$ cat src/include/sgc_pkg.sv
package sgc_pkg;
    // Register indices; the bus byte address is four times the index
    localparam logic [7:0] SGC_IDX_MII_STORM_HI  = 8'h06;
    localparam logic [7:0] SGC_IDX_STORM_LO      = 8'h07;
    localparam logic [7:0] SGC_IDX_FACTORY_A     = 8'h08;
    localparam logic [7:0] SGC_IDX_FACTORY_B     = 8'h09;
    localparam logic [7:0] SGC_IDX_FACTORY_C     = 8'h0a;
    localparam logic [7:0] SGC_IDX_CLK_LED       = 8'h0b;
    localparam logic [7:0] SGC_IDX_PRIO_LOW      = 8'h0c;
    localparam logic [7:0] SGC_IDX_PRIO_HIGH     = 8'h0d;
    localparam logic [7:0] SGC_IDX_STORM_STATUS  = 8'h20;
    localparam int         SGC_ADDR_W            = 8;

    // Field positions
    localparam int SGC_BIT_HALF_DUPLEX = 6;
    localparam int SGC_BIT_FLOW_CTRL   = 5;
    localparam int SGC_BIT_SPEED_10    = 4;
    localparam int SGC_BIT_NULL_VID    = 3;
    localparam int SGC_BIT_LED_MODE    = 1;

    // Reset values
    localparam logic [7:0] SGC_RST_MII_STORM_HI = 8'h20;
    localparam logic [7:0] SGC_RST_STORM_LO     = 8'h63;
    localparam logic [7:0] SGC_RST_FACTORY_A    = 8'h00;
    localparam logic [7:0] SGC_RST_FACTORY_B    = 8'h24;
    localparam logic [7:0] SGC_RST_FACTORY_C    = 8'h35;
    localparam logic [7:0] SGC_RST_CLK_LED      = 8'h8a;
    localparam logic [7:0] SGC_RST_PRIO_LOW     = 8'h50;
    localparam logic [7:0] SGC_RST_PRIO_HIGH    = 8'hfa;

    // Storm interval timing
    localparam longint SGC_CLK_HZ         = 250000000;
    localparam longint SGC_INTERVAL100_MS = 67;
    localparam longint SGC_INTERVAL10_MS  = 500;
    localparam longint SGC_INTERVAL100_CYC = SGC_CLK_HZ * SGC_INTERVAL100_MS / 1000;
    localparam longint SGC_INTERVAL10_CYC  = SGC_CLK_HZ * SGC_INTERVAL10_MS / 1000;
    localparam int     SGC_BLOCK_BYTES     = 64;
    localparam int     SGC_THRESH_W        = 11;

    typedef enum logic [1:0] {
        SGC_CORE_31M  = 2'b00,
        SGC_CORE_62M  = 2'b01,
        SGC_CORE_125M = 2'b10
    } sgc_core_clk_e;
endpackage

$ cat src/rtl/sgc_storm_port.sv
`timescale 1ns/100ps
// Per-port broadcast storm meter: counts 64-byte blocks per interval
module sgc_storm_port
    import sgc_pkg::*;
#(
    parameter longint INTERVAL100 = SGC_INTERVAL100_CYC,
    parameter longint INTERVAL10  = SGC_INTERVAL10_CYC
) (
    input  wire logic                    clk,
    input  wire logic                    rst,
    input  wire logic                    speed10,
    input  wire logic [SGC_THRESH_W-1:0] threshold,
    input  wire logic                    bcastFrameStart,
    input  wire logic                    bcastBlock,
    output logic                         bcastDrop,
    output logic                         limitReached
);
    localparam int CNT_W = 32;
    logic [CNT_W-1:0] intervalCnt;
    logic [CNT_W-1:0] intervalLast;
    logic [SGC_THRESH_W-1:0] blockCnt;
    logic             intervalEnd;
    logic             dropFrame;

    assign intervalLast = speed10 ? CNT_W'(INTERVAL10 - 1) : CNT_W'(INTERVAL100 - 1);
    assign intervalEnd  = intervalCnt >= intervalLast;
    assign limitReached = blockCnt >= threshold;

    always_ff @(posedge clk or posedge rst) begin
        if (rst) begin
            intervalCnt <= '0;
        end else if (intervalEnd) begin
            intervalCnt <= '0;
        end else begin
            intervalCnt <= intervalCnt + CNT_W'(1);
        end
    end

    always_ff @(posedge clk or posedge rst) begin
        if (rst) begin
            blockCnt <= '0;
        end else if (intervalEnd) begin
            blockCnt <= '0;
        end else if (bcastBlock && !limitReached && !dropFrame) begin
            blockCnt <= blockCnt + SGC_THRESH_W'(1);
        end
    end

    always_ff @(posedge clk or posedge rst) begin
        if (rst) begin
            dropFrame <= 1'b0;
        end else if (intervalEnd) begin
            dropFrame <= 1'b0;
        end else if (bcastFrameStart) begin
            dropFrame <= limitReached;
        end
    end

    assign bcastDrop = (bcastFrameStart && limitReached) || (dropFrame && !bcastFrameStart);
endmodule // sgc_storm_port

$ cat src/rtl/sgc_global_cfg.sv
// The implementer's own choice: register access over Avalon-MM.
`timescale 1ns/100ps
module sgc_global_cfg
    import sgc_pkg::*;
#(
    parameter int     NUM_PORTS   = 3,
    parameter longint INTERVAL100 = SGC_INTERVAL100_CYC,
    parameter longint INTERVAL10  = SGC_INTERVAL10_CYC
) (
    input  wire logic                 clk,
    input  wire logic                 rst,
    // Avalon-MM slave, word addressed by byte address
    input  wire logic [9:0]           avs_address,
    input  wire logic                 avs_read,
    input  wire logic                 avs_write,
    input  wire logic [31:0]          avs_writedata,
    input  wire logic [3:0]           avs_byteenable,
    output logic      [31:0]          avs_readdata,
    output logic                      avs_waitrequest,
    // Processor-side MII port controls
    output logic                      miiHalfDuplex,
    output logic                      miiFlowCtrl,
    output logic                      miiSpeed10,
    // Clock selection and LED mode
    output logic      [1:0]           coreClkSel,
    output logic      [1:0]           switchClkSel,
    output logic                      ledModeSelect,
    // Null VID replacement
    input  wire logic [11:0]          vidIn,
    input  wire logic [11:0]          portDefaultVid,
    output logic      [11:0]          vidOut,
    // 802.1p priority lookup
    input  wire logic [2:0]           pcpIn,
    output logic      [1:0]           priorityOut,
    // Broadcast storm per port
    input  wire logic [NUM_PORTS-1:0] portSpeed10,
    input  wire logic [NUM_PORTS-1:0] bcastFrameStart,
    input  wire logic [NUM_PORTS-1:0] bcastBlock,
    output logic      [NUM_PORTS-1:0] bcastDrop
);
    logic [7:0] miiStormHi;
    logic [7:0] stormLo;
    logic [7:0] factoryA;
    logic [7:0] factoryB;
    logic [7:0] factoryC;
    logic [7:0] clkLed;
    logic [7:0] prioLow;
    logic [7:0] prioHigh;
    logic [NUM_PORTS-1:0] limitReached;
    logic [SGC_THRESH_W-1:0] threshold;
    logic [7:0] regIdx;
    logic       wrLane;
    logic       accessPending;
    logic [7:0] next_readByte;
    logic [15:0] prioMap;

    // Decode is word based; the byte address is four times the register index
    assign regIdx = avs_address[9:2];
    // Writes land only at the edge where waitrequest is seen low
    assign wrLane = avs_write && avs_byteenable[0] && accessPending;

    // One wait state per access keeps read data registered
    always_ff @(posedge clk or posedge rst) begin
        if (rst) begin
            accessPending <= 1'b0;
        end else begin
            accessPending <= (avs_read || avs_write) && !accessPending;
        end
    end
    assign avs_waitrequest = (avs_read || avs_write) && !accessPending;

    function automatic logic hit(input logic [7:0] idx, input logic [7:0] target);
        return idx == target;
    endfunction

    always_ff @(posedge clk or posedge rst) begin
        if (rst) begin
            miiStormHi <= SGC_RST_MII_STORM_HI;
        end else if (wrLane && hit(regIdx, SGC_IDX_MII_STORM_HI)) begin
            miiStormHi <= avs_writedata[7:0];
        end
    end

    always_ff @(posedge clk or posedge rst) begin
        if (rst) begin
            stormLo <= SGC_RST_STORM_LO;
        end else if (wrLane && hit(regIdx, SGC_IDX_STORM_LO)) begin
            stormLo <= avs_writedata[7:0];
        end
    end

    // Factory bytes simply store whatever software writes back
    always_ff @(posedge clk or posedge rst) begin
        if (rst) begin
            factoryA <= SGC_RST_FACTORY_A;
            factoryB <= SGC_RST_FACTORY_B;
            factoryC <= SGC_RST_FACTORY_C;
        end else if (wrLane) begin
            if (hit(regIdx, SGC_IDX_FACTORY_A)) begin
                factoryA <= avs_writedata[7:0];
            end
            if (hit(regIdx, SGC_IDX_FACTORY_B)) begin
                factoryB <= avs_writedata[7:0];
            end
            if (hit(regIdx, SGC_IDX_FACTORY_C)) begin
                factoryC <= avs_writedata[7:0];
            end
        end
    end

    always_ff @(posedge clk or posedge rst) begin
        if (rst) begin
            clkLed <= SGC_RST_CLK_LED;
        end else if (wrLane && hit(regIdx, SGC_IDX_CLK_LED)) begin
            clkLed <= avs_writedata[7:0];
        end
    end

    always_ff @(posedge clk or posedge rst) begin
        if (rst) begin
            prioLow  <= SGC_RST_PRIO_LOW;
            prioHigh <= SGC_RST_PRIO_HIGH;
        end else if (wrLane) begin
            if (hit(regIdx, SGC_IDX_PRIO_LOW)) begin
                prioLow <= avs_writedata[7:0];
            end
            if (hit(regIdx, SGC_IDX_PRIO_HIGH)) begin
                prioHigh <= avs_writedata[7:0];
            end
        end
    end

    // Unmapped indices read as zero
    always_comb begin
        next_readByte = 8'h00;
        unique case (regIdx)
            SGC_IDX_MII_STORM_HI: next_readByte = miiStormHi;
            SGC_IDX_STORM_LO:     next_readByte = stormLo;
            SGC_IDX_FACTORY_A:    next_readByte = factoryA;
            SGC_IDX_FACTORY_B:    next_readByte = factoryB;
            SGC_IDX_FACTORY_C:    next_readByte = factoryC;
            SGC_IDX_CLK_LED:      next_readByte = clkLed;
            SGC_IDX_PRIO_LOW:     next_readByte = prioLow;
            SGC_IDX_PRIO_HIGH:    next_readByte = prioHigh;
            SGC_IDX_STORM_STATUS: next_readByte = 8'(limitReached);
            default:              next_readByte = 8'h00;
        endcase
    end

    always_ff @(posedge clk or posedge rst) begin
        if (rst) begin
            avs_readdata <= 32'h0000_0000;
        end else if (avs_read && !accessPending) begin
            avs_readdata <= {24'h00_0000, next_readByte};
        end
    end

    assign miiHalfDuplex = miiStormHi[SGC_BIT_HALF_DUPLEX];
    assign miiFlowCtrl   = miiStormHi[SGC_BIT_FLOW_CTRL];
    assign miiSpeed10    = miiStormHi[SGC_BIT_SPEED_10];
    assign coreClkSel    = clkLed[7:6];
    assign switchClkSel  = clkLed[5:4];
    assign ledModeSelect = clkLed[SGC_BIT_LED_MODE];

    assign threshold = {miiStormHi[2:0], stormLo};

    always_ff @(posedge clk or posedge rst) begin
        if (rst) begin
            vidOut <= 12'h000;
        end else if (miiStormHi[SGC_BIT_NULL_VID] && vidIn == 12'h000) begin
            vidOut <= portDefaultVid;
        end else begin
            vidOut <= vidIn;
        end
    end

    assign prioMap = {prioHigh, prioLow};
    always_ff @(posedge clk or posedge rst) begin
        if (rst) begin
            priorityOut <= 2'b00;
        end else begin
            priorityOut <= prioMap[{pcpIn, 1'b0} +: 2];
        end
    end

    genvar p;
    generate
        for (p = 0; p < NUM_PORTS; p++) begin : gStorm
            sgc_storm_port #(
                .INTERVAL100 (INTERVAL100),
                .INTERVAL10  (INTERVAL10)
            ) uStorm (
                .clk             (clk),
                .rst             (rst),
                .speed10         (portSpeed10[p]),
                .threshold       (threshold),
                .bcastFrameStart (bcastFrameStart[p]),
                .bcastBlock      (bcastBlock[p]),
                .bcastDrop       (bcastDrop[p]),
                .limitReached    (limitReached[p])
            );
        end
    endgenerate
endmodule // sgc_global_cfg

$ cat config.mk
export PLATFORM = sky130hd
export DESIGN_NAME = sgc_global_cfg
export DESIGN_NICKNAME = d
export VERILOG_FILES = /design/src/include/sgc_pkg.sv /design/src/rtl/sgc_storm_port.sv /design/src/rtl/sgc_global_cfg.sv
export SDC_FILE = /design/constraint.sdc
export NUM_CORES = 1
export LEC_CHECK = 0
export BUFFER_PORTS_ARGS = -buffer_cell sky130_fd_sc_hd__buf_2
export CAP_MARGIN = 30
export CORE_MARGIN = 4
export CORE_UTILIZATION = 40
export DETAILED_ROUTE_END_ITERATION = 8
export GPL_TIMING_DRIVEN = 1
export HOLD_SLACK_MARGIN = 0.08
export RECOVER_POWER = 25
export SLEW_MARGIN = 20
export SYNTH_ARGS = -nofsm -noshare
export SYNTH_HDL_FRONTEND = slang
export SYNTH_SLANG_ARGS = --single-unit
$ cat constraint.sdc
create_clock -name clk -period 17.2 [get_ports clk]
set_clock_uncertainty 0.15 [all_clocks]
set_input_delay 2.58 -clock clk [delete_from_list [all_inputs] [get_ports clk]]
set_output_delay 2.58 -clock clk [all_outputs]
set_load 0.01 [all_outputs]
**After elaboration in Yosys (flattened, before gate mapping)**

Cells that the tools add are included.

- Register bits: 219
- Output and inout bits: 58

- Add/subtract/negate cells: 6
- Magnitude comparators: 6
- Eq/ne operators: 9
- Shift-type cells: 1
- Multiplexer cells: 20
- Reduce and logical (&&, ||, !) cells: 46

Operator list:

| cell | count |
|---|---|
| $add A32 B1 Y32 const B | 3 |
| $ge A32 B32 Y1 | 3 |
| $mux W32 | 3 |
| $mux W27 | 3 |
| $pmux W8 S9 | 1 |
| $mux W11 | 6 |
| $eq A8 B4 Y1 const B | 6 |
| $add A11 B1 Y11 const B | 3 |
| $ge A11 B11 Y1 | 3 |
| $logic_and A1 B1 Y1 | 20 |
| $eq A8 B3 Y1 const B | 2 |
| $shiftx A16 B5 Y2 | 1 |
| $logic_not A12 Y1 | 1 |
| $mux W12 | 1 |
| $reduce_bool A2 Y1 | 6 |
| $logic_not A1 Y1 | 10 |
| $reduce_and A2 Y1 | 5 |
| $eq A8 B6 Y1 const B | 1 |
| $mux W1 | 6 |
| $logic_or A1 B1 Y1 | 4 |

**Logic depth before layout (Yosys ltp)**

- Depth in word-level cells: 6
- Gate-level depth with buffers: 10
- Gate-level depth less buffers: 8

**Modules after synthesis**

Synthesis repeated with hierarchy kept, for this count alone.

- Cells, all modules: 1,170
- Area total of the unflattened synthesis: 12,410.7 µm²

Modules (own cells, without submodules):

| module | times used | cells an instance | area each (µm²) | sequential area each (µm²) |
|---|---|---|---|---|
| sgc_storm_port | 3 | 274 | 2,702.6 | 1,101.1 |
| sgc_global_cfg | 1 | 348 | 4,302.9 | 2,204.6 |

**Least setup slack after synthesis**

No wires, ideal clock.

- Kind: in2out
- From: in bcastFrameStart[2]
- To: out bcastDrop[2]
- Data arrival time: 3.029 ns
- Data required time: 14.470 ns
- Slack: 11.441 ns
- Stages on the path: 2
- Buffers on the path: 1
- Cell sequence: mux2_2 > buf_4

- Longest elaborated chain between the ends: 3
- Elaborated cells between the ends (all ways): 4
- Classes of those cells: reduce/logical: 4

RTL lines:

| what | line | text |
|---|---|---|
| start: declaration | sgc_global_cfg.sv:37 | `input wire logic [NUM_PORTS-1:0] bcastFrameStart,` |
| $logic_not A1 Y1 | sgc_storm_port.sv:59 | `assign bcastDrop = (bcastFrameStart && limitReached) \|\| (dropFrame && !bcastFrameStart);` |
| $logic_and A1 B1 Y1 | sgc_storm_port.sv:59 |  |
| $logic_or A1 B1 Y1 * | sgc_storm_port.sv:59 |  |
| end: declaration | sgc_global_cfg.sv:39 | `output logic [NUM_PORTS-1:0] bcastDrop` |

Every way passes the cells marked *; elsewhere a longest branch is shown, timed or not.

==> Flow_metrics.wiki <==
{| class="wikitable"
! Metric !! Value
|-
| Total of cells resized after clock tree synthesis || 0
|-
| Instance count after placement with tap cells included || around 1600
|-
| Largest fanout on the critical path || between 100 and 150
|-
| Count of hold buffers inserted by post-cts repair || 0
|-
| Initial Utilization || 0.4063
|-
| WP data arrival || slightly below 8 ns
|-
| Share of the core filled with cells || 0.4653
|-
| Multi-input logic area || 6172 um^2
|-
| #FFs+latches synth || 219
|-
| Static leakage || 6.146 nW
|-
| Delay of the slowest cell on the worst path || 3.90 ns
|-
| Sum of buffers and inverters on the critical path || 3
|-
| Count of final hold-check violations || 0
|-
| Share of synthesized flip-flops with an asynchronous set or reset || 1.000
|-
| Wirelength per Cell || ~16 um
|-
| Routability congestion estimate || 0.7985
|-
| Setup Crit Path Kind || in2async
|-
| Placement Rows || between 60 and 70
|-
| Post-detailed-placement half-perimeter wirelength || 18460 um
|-
| Final Max Tran Viols || 145
|-
| Iteration-0 DRC count of the detailed router || 369
|-
| DIE WIDTH || 181.7 um
|-
| Avg Inst Size Synth || 10.37 um^2
|-
| Worst min-delay path category || reg2reg
|-
| Violated checks || capacitance limit, slew limit
|-
| Share of cells above drive strength 1 || 0.2023
|-
| Pwr per Cell Area || 86.66 nW/um^2
|-
| Cell type group with the largest total delay on the critical path || buffers and inverters
|-
| Number of buffers inserted to repair setup after CTS || 0
|-
| Sequential cell area || 5508 um^2
|-
| Crit-path cells || buf_2 -> clkinvlp_2 -> clkbuf_1
|-
| Number of antenna violations at the first check in global routing || 0
|-
| Number of flops mapped to enable cells by yosys || 0
|-
| DR vias/cell || 5.282
|-
| Number of buffers added by the clock tree synthesis step || 26
|-
| Die Ht || 181.7 um
|-
| Input/output buffers || 90
|-
| Post-synth cell types || 70
|-
| Post-Synthesis Cells || 1165
|-
| Clock transition at the register clock pins on the worst setup and hold paths after CTS || 0.06 ns
|-
| Std-Cell Core Area || 29720 um^2
|-
| Final cell count without fillers || 1675
|-
| Residual DRC count || 0
|-
| Number of nets in the layout || 1426
|-
| Area delta synth->final || 14.52%
|-
| Unrepaired setup endpoints after global routing || no
|-
| Peak ir drop on the vdd network || between 0.07 and 0.08 mV
|-
| Aggregate global routing overflow || 0
|-
| Number of placed I/O pins || 144
|-
| Maximum number of pins on one net before global-route repair || 105
|-
| Req. time, crit path || 16.36 ns
|-
| Result of the run || complete, but fails checks
|-
| Count of filler cells inserted in the layout || ~2800
|-
| Synth warn || 0
|-
| Total Negative Setup Slacks || 0 ns
|-
| Area enclosed by the die boundary || 33030 um^2
|-
| Max frequency || 116.9 MHz
|-
| Share of the clock period used by the worst path || 0.4973
|-
| # clock sinks || 219
|-
| Max cap viols || 2
|-
| Total vias in the final route || 8848
|-
| Dominant synthesized flop cell || dfrtp_1
|-
| Clock latency of the later-clocked register in the worst-skew pair || 0.54 ns
|-
| Sequential fraction of the synthesis area || 0.4561
|-
| Number of detailed-route iterations in the first pass || 4
|-
| Remaining antenna violation count || 0
|-
| Clock Root Buffer || clkbuf_16
|-
| Nature of the critical path startpoint || input port
|-
| Final setup viols || 0
|-
| Via count of the first global-routing pass || 8820
|-
| Tmin final || 8.554 ns
|-
| Worst-case clock buffer depth || 3
|-
| Relative slew margins || -2.665
|-
| Transition time of the tightest slew-check pin || around 5.5 ns
|-
| Post-Route WL || 26410 um
|-
| Htree depth || 1
|-
| TritonCTS clock tree || done
|-
| Cell type of the slowest stage on the worst timing path || clkbuf_1
|-
| Number of antenna diodes || 0
|-
| Endpoint kind of the worst setup timing path || asynchronous set/reset pin
|-
| Overall global routing resource usage || 0.1613
|-
| Summed instance area of the synthesized netlist || 12080 um^2
|-
| Wire length of the first global-routing pass || between 40000 and 50000 um
|}
-- logic make-up (layout without fill, tap and decap cells) --
family                   Yosys count  after routing  share of synthesized area
other                              1             36                  0.0003106
flip-flops                       219            219                     0.4561
adder cells (fa/ha/maj)           75             75                    0.07771
AO/OA/AOI/OAI                    185            185                     0.1026
multiplexers                      83             83                    0.08465
XOR/XNOR                          86             86                    0.06238
AND/OR/NAND/NOR                  414            414                     0.1726
buffers and inverters            102            187                    0.04362
-- Yosys cell counts (all sizes together) (6+ instances only) --
master / instances / share of area
a211oi: 6 / 0.0037
a21o: 21 / 0.013
a21oi: 53 / 0.022
a221oi: 8 / 0.0058
a22o: 14 / 0.010
a22oi: 6 / 0.0037
and3: 18 / 0.0093
and4: 6 / 0.0044
buf: 49 / 0.027
clkbuf: 14 / 0.0044
dfrtp: 197 / 0.41
dfstp: 22 / 0.048
ha: 75 / 0.078
inv: 38 / 0.012
mux2: 73 / 0.068
mux4: 8 / 0.015
nand2: 65 / 0.020
nand2b: 9 / 0.0047
nand3: 54 / 0.023
nand4: 24 / 0.012
nor2: 147 / 0.046
nor2b: 12 / 0.0062
nor3: 18 / 0.0083
nor4: 16 / 0.011
o21ai: 38 / 0.016
o31ai: 7 / 0.0055
or3: 17 / 0.0088
or4: 13 / 0.0084
xnor2: 46 / 0.033
xor2: 40 / 0.029
-- state kept, by name (all words and copies together), names as in the netlist --
name                       flops
factoryB                       8
prioHigh                       8
accessPending                  1
priorityOut                    2
vidOut                        12
factoryA                       8
avs_readdata                   8
stormLo                        8
factoryC                       8
gStorm.uStorm.intervalCnt     96
gStorm.uStorm.blockCnt        33
clkLed                         8
gStorm.uStorm.dropFrame        3
miiStormHi                     8
prioLow                        8
-- area by class of cell --
cell class,instances,share of cell area
clock buffers,37,0.05583
well taps,390,0.03529
multi-input cells,879,0.4463
inverters,39,0.01068
clock inverters,11,0.01421
repair buffers,100,0.03936
flip-flops and latches,219,0.3983
-- per-stage QoR --
step | power, mW | hold slack [ns] | worst slack (ns) | instance area, um^2
after CTS | 1.220 | 0.3179 | 11.34 | 13860
after detailed placement | 0.6016 | 0.3083 | 11.34 | 12890
after floorplan | 0.5784 | 0.2829 | 8.514 | 12210
after global placement | 0.5983 | 0.3052 | 11.34 | 12820
final | 1.198 | 0.3150 | 8.646 | 13830
after global routing | 1.250 | 0.3564 | 7.233 | 13830
-- path summary, 6_finish.rpt --
| check | end | start | slack [ns] | depth (start not counted) |
|---|---|---|---|---|
| max reg2reg | gStorm[2].uStorm.blockCnt[8] | stormLo[6] | 14.35 | 8 |
| min | avs_readdata[5] | avs_readdata[5] | 0.32 | 2 |
| max in group clk | bcastDrop[2] | bcastFrameStart[2] | 11.35 | 3 |
| max | accessPending | rst | 8.65 | 3 |
| min reg2reg | avs_readdata[5] | avs_readdata[5] | 0.32 | 2 |
| min in group asynchronous | gStorm[1].uStorm.intervalCnt[1] | rst | 2.33 | 2 |
-- worst reg2reg max path: stages, from the launching register on --
cell,delay [ns]
dfstp_2,0.54
inv_1,0.10
ha_1,0.33
a21oi_1,0.17
o21ai_0,0.10
a21oi_1,0.26
o21ai_1,0.37
or4_1,0.60
a21oi_1,0.15
-- routing by layer --
metal / track usage / vias to the layer above / part of all wire
li1: - / 4346 / -
met1: 0.2340 / 4324 / 0.48
met2: 0.2562 / 146 / 0.46
met3: 0.02484 / 32 / 0.043
met4: 0.03693 / 0 / 0.022
met5: 0 / - / 0
-- layout by cell type, fill, tap and decap left out, types with 18 or more instances in the layout --
master,instances
o21ai_0,37
a21oi_1,53
and3_1,18
buf_2,89
nand2_1,65
dfrtp_1,197
conb_1,36
nand3_1,53
clkbuf_16,26
mux2_2,73
nand4_1,24
xnor2_1,46
xor2_1,40
a21o_1,21
ha_1,75
inv_1,37
dfstp_2,22
nor2_1,145
-- where the power goes --
group	internal, mW	leakage, nW	switching (mW)
Combinational	0.0202	2.75	0.0453
Sequential	0.522	2.92	0.00285
Clock	0.387	0.471	0.221
No activity file was read; power rests on OpenSTA's default activity.
